<file path="src/amcal_pkg.sv">
/*
  Shared constants for the AM modulation depth calibration pair:
  device register map, direct command codes, field positions, timing
  and the target level divider.
  Assumes both ends and the bench compile this package first.
*/
package amcal_pkg;

  //////////////////////////////////////////////////////////////////////////////
  // Timing
  localparam int CLK_PERIOD_NS = 100;
  localparam int TX_SETTLE_NS  = 1000;
  // Least time, so round up
  localparam int TX_SETTLE_CYC = (TX_SETTLE_NS + CLK_PERIOD_NS - 1) / CLK_PERIOD_NS;

  //////////////////////////////////////////////////////////////////////////////
  // Device link and registers
  localparam int ADDR_W = 6;
  localparam int DATA_W = 8;

  localparam logic [5:0] REG_OPCTL      = 6'h00;
  localparam logic [5:0] REG_AUX        = 6'h01;
  localparam logic [5:0] REG_DEPTH_CTRL = 6'h02;
  localparam logic [5:0] REG_DEPTH_DISP = 6'h03;
  localparam logic [5:0] REG_MOD_LEVEL  = 6'h04;
  localparam logic [5:0] REG_NORM_LEVEL = 6'h05;
  localparam logic [5:0] REG_ADC_OUT    = 6'h06;
  localparam logic [5:0] REG_CMD        = 6'h07;

  localparam int OPCTL_TX_BIT     = 0;
  localparam int AUX_AM_BIT       = 0;
  localparam int DEPTH_MANUAL_BIT = 7;
  localparam int DEPTH_RATIO_LSB  = 1;
  localparam int RATIO_W          = 6;

  localparam logic [7:0] CMD_CAL_DEPTH = 8'h01;
  localparam logic [7:0] CMD_MEASURE   = 8'h02;

  localparam logic [7:0] BYTE_ZERO      = 8'h00;
  localparam logic [7:0] SAR_FIRST_MASK = 8'h80;
  localparam logic [7:0] SAR_LAST_MASK  = 8'h01;
  localparam logic [7:0] SEG_ALL_OFF    = 8'h00;
  localparam logic [8:0] DIV_ONE        = 9'h040;

  //////////////////////////////////////////////////////////////////////////////
  // Controller APB registers
  localparam logic [7:0] HREG_CTRL   = 8'h00;
  localparam logic [7:0] HREG_CFG    = 8'h04;
  localparam logic [7:0] HREG_STATUS = 8'h08;
  localparam logic [7:0] HREG_RESULT = 8'h0C;

  localparam logic [1:0] OP_NONE   = 2'h0;
  localparam logic [1:0] OP_AUTO   = 2'h1;
  localparam logic [1:0] OP_EXT    = 2'h2;
  localparam logic [1:0] OP_MANUAL = 2'h3;

  localparam int CFG_RATIO_LSB = 0;
  localparam int CFG_FRAC_LSB  = 8;
  localparam int CFG_LEVEL_LSB = 16;
  localparam int CFG_AM_BIT    = 24;
  localparam logic [31:0] CFG_MASK = 32'h01FF_FF3F;
  localparam int STAT_BUSY_BIT = 0;
  localparam int STAT_DONE_BIT = 1;

  // Level divided by 1.ffffff (frac is sixty-fourths, up to eight bits)
  function automatic logic [7:0] amcal_target(input logic [7:0] meas,
                                              input logic [7:0] frac);
    logic [13:0] num;
    logic [13:0] den;
    logic [13:0] quo;
    num = {meas, 6'h00};
    den = {5'h00, DIV_ONE + {1'b0, frac}};
    quo = num / den;
    return quo[7:0];
  endfunction

endpackage

</file>
<file path="src/amcal_link_if.sv">
/*
  Link between the controller and the calibration device: register
  access with request/acknowledge and a busy level for direct commands.
  Assumes one common clock; the bench instantiates and joins both ends.
*/
`timescale 1ns/1ps
interface amcal_link_if;
  logic                          req;
  logic                          we;
  logic [amcal_pkg::ADDR_W-1:0]  addr;
  logic [amcal_pkg::DATA_W-1:0]  wdata;
  logic [amcal_pkg::DATA_W-1:0]  rdata;
  logic                          ack;
  logic                          busy;

  modport device (
    input  req,
    input  we,
    input  addr,
    input  wdata,
    output rdata,
    output ack,
    output busy
  );

  modport controller (
    output req,
    output we,
    output addr,
    output wdata,
    input  rdata,
    input  ack,
    input  busy
  );
endinterface

</file>
<file path="src/amcal_host.sv">
/*
  Controller end: APB slave with command, config, status and result
  words; sequences automatic, external and manual depth setup over the link.
  Assumes one clock with the device; the bench is the APB master.
*/
`timescale 1ns/1ps
module amcal_host (
  input  wire logic        CLK,
  input  wire logic        RESET_N,
  input  wire logic        PSEL,
  input  wire logic        PENABLE,
  input  wire logic        PWRITE,
  input  wire logic [7:0]  PADDR,
  input  wire logic [31:0] PWDATA,
  output logic      [31:0] PRDATA,
  output logic             PREADY,
  output logic             PSLVERR,
  amcal_link_if.controller LINK
);
  import amcal_pkg::*;

  //////////////////////////////////////////////////////////////////////////////
  // State
  typedef enum logic [4:0] {
    H_IDLE, H_AUX, H_A_DEPTH, H_A_TXON, H_A_CMD, H_A_WAIT, H_A_READ,
    H_E_NORM0, H_E_TXON, H_E_CMD, H_E_WAIT, H_E_READ, H_E_TRY,
    H_E_STORE, H_E_RESTORE, H_M_LEVEL, H_SEL_MAN
  } amcal_hstate_t;

  typedef struct packed {
    amcal_hstate_t st;
    logic          req;
    logic          we;
    logic [5:0]    addr;
    logic [7:0]    wdata;
    logic [31:0]   cfg;
    logic [1:0]    op;
    logic          done;
    logic          first;
    logic [7:0]    result;
    logic [7:0]    meas;
    logic [7:0]    target;
    logic [7:0]    best;
    logic [7:0]    mask;
    logic [31:0]   prdata;
  } amcal_host_t;

  amcal_host_t q;
  amcal_host_t d;

  function automatic logic mapped(input logic [7:0] a);
    return a == HREG_CTRL || a == HREG_CFG || a == HREG_STATUS || a == HREG_RESULT;
  endfunction

  always_comb
  begin
    logic          acc;
    logic          a_we;
    logic [5:0]    a_addr;
    logic [7:0]    a_data;
    amcal_hstate_t a_next;
    logic [5:0]    ratio;
    logic [7:0]    nbest;
    acc    = 1'b1;
    a_we   = 1'b1;
    a_addr = REG_CMD;
    a_data = BYTE_ZERO;
    a_next = H_IDLE;
    ratio  = q.cfg[CFG_RATIO_LSB +: RATIO_W];
    nbest  = BYTE_ZERO;
    d = q;

    // APB: read data latched in setup, writes land in access
    if (PSEL && !PENABLE)
    begin
      d.prdata = 32'h0000_0000;
      case (PADDR)
        HREG_CTRL:   d.prdata = {30'h0000_0000, q.op};
        HREG_CFG:    d.prdata = q.cfg;
        HREG_STATUS: d.prdata = {30'h0000_0000, q.done, q.st != H_IDLE};
        HREG_RESULT: d.prdata = {16'h0000, q.meas, q.result};
        default:     d.prdata = 32'h0000_0000;
      endcase
    end
    if (PSEL && PENABLE && PWRITE)
    begin
      if (PADDR == HREG_CFG)
      begin
        d.cfg = PWDATA & CFG_MASK;
      end
      else if (PADDR == HREG_CTRL && q.st == H_IDLE && PWDATA[1:0] != OP_NONE)
      begin
        d.op = PWDATA[1:0];
        d.done = 1'b0;
        d.first = 1'b1;
        d.st = H_AUX;
      end
    end

    //////////////////////////////////////////////////////////////////////////////
    // Access table per state
    case (q.st)
      H_AUX:
      begin
        a_addr = REG_AUX;
        a_data = {7'h00, q.cfg[CFG_AM_BIT]};
        a_next = q.op == OP_AUTO ? H_A_DEPTH : (q.op == OP_EXT ? H_E_NORM0 : H_M_LEVEL);
      end
      H_A_DEPTH:
      begin
        a_addr = REG_DEPTH_CTRL;
        // No antenna tuning in this pair, so nothing must run first
        a_data = {1'b0, ratio, 1'b0};
        a_next = H_A_TXON;
      end
      H_A_TXON:    begin a_addr = REG_OPCTL; a_data = 8'h01; a_next = H_A_CMD; end
      H_A_CMD:     begin a_data = CMD_CAL_DEPTH; a_next = H_A_WAIT; end
      H_A_READ:    begin a_we = 1'b0; a_addr = REG_DEPTH_DISP; a_next = H_IDLE; end
      H_E_NORM0:   begin a_addr = REG_NORM_LEVEL; a_next = H_E_TXON; end
      H_E_TXON:    begin a_addr = REG_OPCTL; a_data = 8'h01; a_next = H_E_CMD; end
      H_E_CMD:     begin a_data = CMD_MEASURE; a_next = H_E_WAIT; end
      H_E_READ:    begin a_we = 1'b0; a_addr = REG_ADC_OUT; a_next = H_E_TRY; end
      H_E_TRY:
      begin
        a_addr = REG_NORM_LEVEL;
        a_data = q.best | q.mask;
        a_next = H_E_CMD;
      end
      H_E_STORE:   begin a_addr = REG_MOD_LEVEL; a_data = q.best; a_next = H_E_RESTORE; end
      H_E_RESTORE: begin a_addr = REG_NORM_LEVEL; a_next = H_SEL_MAN; end
      H_M_LEVEL:
      begin
        a_addr = REG_MOD_LEVEL;
        a_data = q.cfg[CFG_LEVEL_LSB +: DATA_W];
        a_next = H_SEL_MAN;
      end
      H_SEL_MAN:
      begin
        a_addr = REG_DEPTH_CTRL;
        a_data = {1'b1, ratio, 1'b0};
        a_next = H_IDLE;
      end
      default:     acc = 1'b0;
    endcase

    if (q.st == H_A_WAIT && !LINK.busy)
    begin
      d.st = H_A_READ;
    end
    if (q.st == H_E_WAIT && !LINK.busy)
    begin
      d.st = H_E_READ;
    end

    if (acc && !q.req)
    begin
      d.req = 1'b1;
      d.we = a_we;
      d.addr = a_addr;
      d.wdata = a_data;
    end
    else if (acc && LINK.ack)
    begin
      d.req = 1'b0;
      d.st = a_next;
      if (a_next == H_IDLE)
      begin
        d.done = 1'b1;
      end
      if (q.st == H_A_READ)
      begin
        d.result = LINK.rdata;
      end
      if (q.st == H_E_STORE)
      begin
        d.result = q.best;
      end
      if (q.st == H_E_READ && q.first)
      begin
        // Divisor may exceed 1.98 here, for depths past 33 percent
        d.meas = LINK.rdata;
        d.target = amcal_target(LINK.rdata, q.cfg[CFG_FRAC_LSB +: DATA_W]);
        d.best = BYTE_ZERO;
        d.mask = SAR_FIRST_MASK;
        d.first = 1'b0;
      end
      else if (q.st == H_E_READ)
      begin
        nbest = LINK.rdata >= q.target ? (q.best | q.mask) : q.best;
        d.best = nbest;
        d.mask = q.mask >> 1;
        d.st = q.mask == SAR_LAST_MASK ? H_E_STORE : H_E_TRY;
      end
    end
  end

  always_ff @(posedge CLK or negedge RESET_N)
  begin
    if (!RESET_N)
    begin
      q <= '0;
    end
    else
    begin
      q <= d;
    end
  end

  assign PRDATA     = q.prdata;
  assign PREADY     = 1'b1;
  assign PSLVERR    = PSEL && PENABLE && !mapped(PADDR);
  assign LINK.req   = q.req;
  assign LINK.we    = q.we;
  assign LINK.addr  = q.addr;
  assign LINK.wdata = q.wdata;

endmodule

</file>
<file path="src/flat_wrapper.sv">
// flat-port wrapper written by rule: the top's interface ports become plain ports
module amcal_host_flat import amcal_pkg::*;
  (CLK, RESET_N, PSEL, PENABLE, PWRITE, PADDR, PWDATA, PRDATA, PREADY, PSLVERR, LINK_req, LINK_we, LINK_addr, LINK_wdata, LINK_rdata, LINK_ack, LINK_busy);
  amcal_link_if LINK_i ();
  input  wire logic CLK;
  input  wire logic RESET_N;
  input  wire logic PSEL;
  input  wire logic PENABLE;
  input  wire logic PWRITE;
  input  wire logic [7:0] PADDR;
  input  wire logic [31:0] PWDATA;
  output logic      [31:0] PRDATA;
  output logic PREADY;
  output logic PSLVERR;
  output wire logic [$bits(LINK_i.req)-1:0] LINK_req;
  output wire logic [$bits(LINK_i.we)-1:0] LINK_we;
  output wire logic [$bits(LINK_i.addr)-1:0] LINK_addr;
  output wire logic [$bits(LINK_i.wdata)-1:0] LINK_wdata;
  input wire logic [$bits(LINK_i.rdata)-1:0] LINK_rdata;
  input wire logic [$bits(LINK_i.ack)-1:0] LINK_ack;
  input wire logic [$bits(LINK_i.busy)-1:0] LINK_busy;
  assign LINK_req = LINK_i.req;
  assign LINK_we = LINK_i.we;
  assign LINK_addr = LINK_i.addr;
  assign LINK_wdata = LINK_i.wdata;
  assign LINK_i.rdata = LINK_rdata;
  assign LINK_i.ack = LINK_ack;
  assign LINK_i.busy = LINK_busy;
  amcal_host u_core (.CLK(CLK), .RESET_N(RESET_N), .PSEL(PSEL), .PENABLE(PENABLE), .PWRITE(PWRITE), .PADDR(PADDR), .PWDATA(PWDATA), .PRDATA(PRDATA), .PREADY(PREADY), .PSLVERR(PSLVERR), .LINK(LINK_i));
endmodule
</file>
<file path="config.mk">
export PLATFORM = sky130hd
export DESIGN_NAME = amcal_host_flat
export DESIGN_NICKNAME = d
export VERILOG_FILES = /design/src/amcal_pkg.sv /design/src/amcal_link_if.sv /design/src/amcal_host.sv /design/src/flat_wrapper.sv
export SDC_FILE = /design/constraint.sdc
export NUM_CORES = 1
export LEC_CHECK = 0
export BUFFER_PORTS_ARGS = -buffer_cell sky130_fd_sc_hd__buf_2
export CAP_MARGIN = 20
export CORE_MARGIN = 2
export CORE_UTILIZATION = 35
export CTS_BUF_LIST = sky130_fd_sc_hd__clkbuf_4
export CTS_CLUSTER_DIAMETER = 150
export CTS_CLUSTER_SIZE = 12
export DETAILED_ROUTE_END_ITERATION = 7
export GPL_TIMING_DRIVEN = 0
export PLACE_DENSITY = 0.56
export SLEW_MARGIN = 20
export SYNTH_ARGS = -nofsm -noshare
export SYNTH_HDL_FRONTEND = slang
export SYNTH_SLANG_ARGS = --single-unit
</file>
<file path="constraint.sdc">
create_clock -name CLK -period 16 [get_ports CLK]
set_input_delay 1.6 -clock CLK [delete_from_list [all_inputs] [get_ports CLK]]
set_output_delay 1.6 -clock CLK [all_outputs]
set_load 0.03 [all_outputs]
</file>
==> reports/summary.json <==
{
  "cp.required": {"value": 16390, "unit": "ps"},
  "cp_startpoint_kind": {"value": "input pin"},
  "vias_per_cell": {"value": 5.290},
  "failed_checks": {"value": "negative setup slack"},
  "via_total_after_detailed_routing": {"value": 8893},
  "hold_violations": {"value": 0},
  "rows": {"value": 60},
  "drt_first_iter_violations": {"value": 607},
  "fp.dieH": {"value": 168.3, "unit": "µm"},
  "timing_worst_setup_path_type": {"value": "input pin to register"},
  "die-width": {"value": 168.3, "unit": "µm"},
  "place_ws": {"value": -3142, "unit": "ps"},
  "postRouteAntennaNets": {"value": 0},
  "synth.cells.most_frequent": {"value": "sky130_fd_sc_hd__nand2_1, sky130_fd_sc_hd__dfrtp_1, sky130_fd_sc_hd__nor2_1"},
  "detail_route.wl_per_cell": {"value": 17.31, "unit": "µm"},
  "setup.worst_path.end_class": {"value": "register"},
  "number_of_global_route_vias_before_repair": {"value": 8636},
  "final.min_clock_period": {"value": 17120, "unit": "ps"},
  "synth_seq_area_share": {"value": 29.13, "unit": "%"},
  "worst_clock_skew": {"value": 22.60, "unit": "ps"},
  "clockRootBuffer": {"value": "sky130_fd_sc_hd__clkbuf_4"},
  "worst_slack": {"value": -1124, "unit": "ps"},
  "timing.hold.worst.class": {"value": "register to register"},
  "clock_latency_reported_for_the_late_side_of_the_worst_skew_pair": {"value": 490, "unit": "ps"},
  "synth-seq-cells": {"value": 110},
  "postCtsHoldBufs": {"value": 0},
  "finalSetupViolations": {"value": 1},
  "largest_net_degree_at_the_start_of_global_routing": {"value": 75},
  "dieArea": {"value": 28330, "unit": "µm²"},
  "transition_at_the_pin_with_the_smallest_max_transition_slack": {"value": 919.3, "unit": "ps"},
  "synth_area_leaders": {"value": "sky130_fd_sc_hd__dfrtp_1, sky130_fd_sc_hd__ha_1, sky130_fd_sc_hd__nand2_1"},
  "syn-mean-instance-area": {"value": 8.399, "unit": "µm²"},
  "postSynth.asyncResetShare": {"value": 100.0, "unit": "%"},
  "drt-pass1-iter-count": {"value": 5},
  "core-area": {"value": 26730, "unit": "µm²"},
  "warning_count_from_the_yosys_run": {"value": 0},
  "synthFlopType": {"value": "sky130_fd_sc_hd__dfrtp_1"},
  "most_frequent_cell_after_synthesis": {"value": "sky130_fd_sc_hd__nand2_1"},
  "yosysTopAreaCellShare": {"value": 29.13, "unit": "%"},
  "clockBufferDepth": {"value": 2},
  "grt_antenna_before_repair": {"value": 1},
  "placed_cell_count": {"value": 1560},
  "cts_tree": {"value": "yes"},
  "max_cap_violations": {"value": 0},
  "max_stage_delay": {"value": 560, "unit": "ps"},
  "path_clk_slew": {"value": 190, "unit": "ps"},
  "critPathBufInv": {"value": 28},
  "area_growth_from_synthesis_to_layout": {"value": 29.01, "unit": "%"},
  "gr-total-overflow": {"value": 0},
  "final_core_util": {"value": 45.61, "unit": "%"},
  "synth-edff-count": {"value": 0},
  "cellPowerDensity": {"value": 98.80, "unit": "nW/µm²"},
  "final-instance-count-excl-fill": {"value": 1681},
  "remaining_drc_errors": {"value": 0},
  "globalplace.congestion": {"value": 0.8708},
  "cp.arrival": {"value": 17510, "unit": "ps"},
  "clock_sink_count": {"value": 110},
  "worst_path_dominant_cell_family": {"value": "compound AO/OA/AOI/OAI gates"},
  "syn_inst": {"value": 1125},
  "peak_clock_frequency_supported_by_timing": {"value": 58.40, "unit": "MHz"},
  "dpl_cell_area": {"value": 10750, "unit": "µm²"},
  "cts_buffers": {"value": 9},
  "place.detailed.hpwl": {"value": 21.00, "unit": "mm"},
  "layout.nets": {"value": 1474},
  "ir_worst_vdd": {"value": 43.72, "unit": "µV"},
  "yosysUniqueCellTypes": {"value": 84},
  "starting_density_of_the_core": {"value": 35.36, "unit": "%"},
  "critPathMostFrequentCell": {"value": "sky130_fd_sc_hd__buf_4"},
  "routed_wirelength": {"value": 29.09, "unit": "mm"},
  "setup_repair_after_global_routing_missed_its_margin": {"value": "true"},
  "p_leak": {"value": 5.718, "unit": "nW"},
  "max_slew_violation_count": {"value": 0},
  "worst_path_max_delay_cell": {"value": "sky130_fd_sc_hd__or4b_4"},
  "summed_instance_area_of_the_synthesized_netlist": {"value": 9449, "unit": "µm²"},
  "grt_pass1_wl": {"value": 46.41, "unit": "mm"},
  "place.port_buffers": {"value": 84},
  "globalRouteTotalUtil": {"value": 20.31, "unit": "%"},
  "maximum_fanout_encountered_on_the_critical_timing_path": {"value": 8},
  "finalSetupTns": {"value": -1124, "unit": "ps"},
  "boundary_pins": {"value": 105},
  "cts_max_level": {"value": 3},
  "final_area": {"value": 12190, "unit": "µm²"},
  "final_layout_size_suffix_gt1_share": {"value": 31.37, "unit": "%"},
  "final.period_utilization": {"value": 107.0, "unit": "%"},
  "run_status": {"value": "finished with violations"},
  "netlist.top_cell.by_area": {"value": "sky130_fd_sc_hd__dfrtp_1"},
  "timing.max_slew.rel_slack": {"value": 38.71, "unit": "%"}
}
==> per-stage QoR <==
stage | total power, mW | hold WS [ps]
2_1_floorplan | 0.7881 | 444.8
3_3_place_gp | 0.9257 | 463.7
3_5_place_dp | 0.9285 | 464.9
4_1_cts | 1.175 | 502.5
5_1_grt | 1.292 | 532.3
6_report | 1.204 | 498.6
==> sequential cells by signal, summed over array words and instances, names as in the netlist <==
name,count
u_core.LINK.addr,3
u_core.q,72
u_core.LINK.wdata,8
u_core.LINK.req,1
u_core.PRDATA,25
u_core.LINK.we,1
==> layout make-up <==
| cell class | count | area, µm² |
|---|---|---|
| fillers | 2625 | 14540 |
| multi-input cells | 881 | 6764 |
| flip-flops and latches | 110 | 2753 |
| repair buffers | 189 | 1319 |
| plain buffers | 97 | 603.1 |
| well taps | 341 | 426.7 |
| inverters | 46 | 175.2 |
| clock inverters | 7 | 80.08 |
| clock buffers | 9 | 67.56 |
| diodes | 1 | 2.502 |
==> power by group <==
part           switching [mW]  internal [mW]
clock network           0.103         0.0499
registers              0.0138          0.303
logic                   0.403          0.332
total                   0.519          0.685
==> per-layer routing <==
metal / vias up / GRT usage, % / part of all wire [%]
met4: 0 / 4.910 / 1.7
met2: 213 / 32.74 / 45
li1: 4393 / - / -
met1: 4256 / 29.40 / 49
met5: - / 0 / 0
met3: 31 / 1.834 / 4.0
==> logic make-up after synthesis <==
kind of cell	count (synthesis)	share of synthesized area [%]
DFF	110	29.13
adders and majority gates	85	11.33
other	2	0.07948
and+or+nand+nor	356	18.19
AOI/OAI and AO/OA	321	21.52
buffers and inverters	143	7.826
muxes	69	8.302
xor gates and xnor gates	39	3.615
==> final timing paths <==
check                                         start                      endpoint  slack, ps  depth (start not counted)
setup / recovery                      LINK_rdata[1]      u_core.q[48]$_DFFE_PN0P_      -1120                         96
hold / removal             u_core.q[61]$_DFFE_PN0P_      u_core.q[61]$_DFFE_PN0P_        500                          2
setup reg to reg           u_core.q[90]$_DFFE_PN0P_      u_core.q[48]$_DFFE_PN0P_       -900                         95
hold reg to reg            u_core.q[61]$_DFFE_PN0P_      u_core.q[61]$_DFFE_PN0P_        500                          2
max in group asynchronous                   RESET_N  u_core.PRDATA[3]$_DFFE_PN0P_      14330                          2
min in group asynchronous                   RESET_N       u_core.q[127]$_DFF_PN0_        990                          1
==> placed cells by master (no fill, tap or decap), types with 8 or more instances in the layout <==
cell and n:
sky130_fd_sc_hd__buf_4 145, sky130_fd_sc_hd__nand2_1 120, sky130_fd_sc_hd__dfrtp_1 110, sky130_fd_sc_hd__nor2_1 90, sky130_fd_sc_hd__o21ai_0 84, sky130_fd_sc_hd__buf_2 80, sky130_fd_sc_hd__a21oi_1 73, sky130_fd_sc_hd__ha_1 59
sky130_fd_sc_hd__inv_1 41, sky130_fd_sc_hd__clkbuf_1 37, sky130_fd_sc_hd__mux2_2 30, sky130_fd_sc_hd__xnor2_1 29, sky130_fd_sc_hd__a21o_1 22, sky130_fd_sc_hd__ha_4 20, sky130_fd_sc_hd__nor2b_1 19, sky130_fd_sc_hd__nand2b_1 15
sky130_fd_sc_hd__mux2i_1 15, sky130_fd_sc_hd__a22oi_1 15, sky130_fd_sc_hd__o21a_1 13, sky130_fd_sc_hd__nor3_1 13, sky130_fd_sc_hd__o211ai_1 11, sky130_fd_sc_hd__mux2_4 11, sky130_fd_sc_hd__conb_1 11, sky130_fd_sc_hd__buf_6 10
sky130_fd_sc_hd__nand4_1 10, sky130_fd_sc_hd__xor2_1 10, sky130_fd_sc_hd__a21oi_4 9, sky130_fd_sc_hd__nand3_1 9, sky130_fd_sc_hd__clkbuf_4 9, sky130_fd_sc_hd__o21ai_2 8, sky130_fd_sc_hd__a221oi_1 8, sky130_fd_sc_hd__mux2_1 8
==> worst min-delay path, stage by stage, from the launching register on <==
cell                      delay, ps
sky130_fd_sc_hd__dfrtp_1        380
sky130_fd_sc_hd__nand2_1         50
sky130_fd_sc_hd__nand2_1         50
==> what timing repair did <==
| item | in CTS | in global routing |
|---|---|---|
| gates cloned | 1 | 0 |
| setup endpoints to repair | 2 | 2 |
| resized for setup | 80 | 12 |
| pin swaps | 67 | 13 |
| buffers inserted | 91 | 12 |
(Power assumes the default switching activity.)
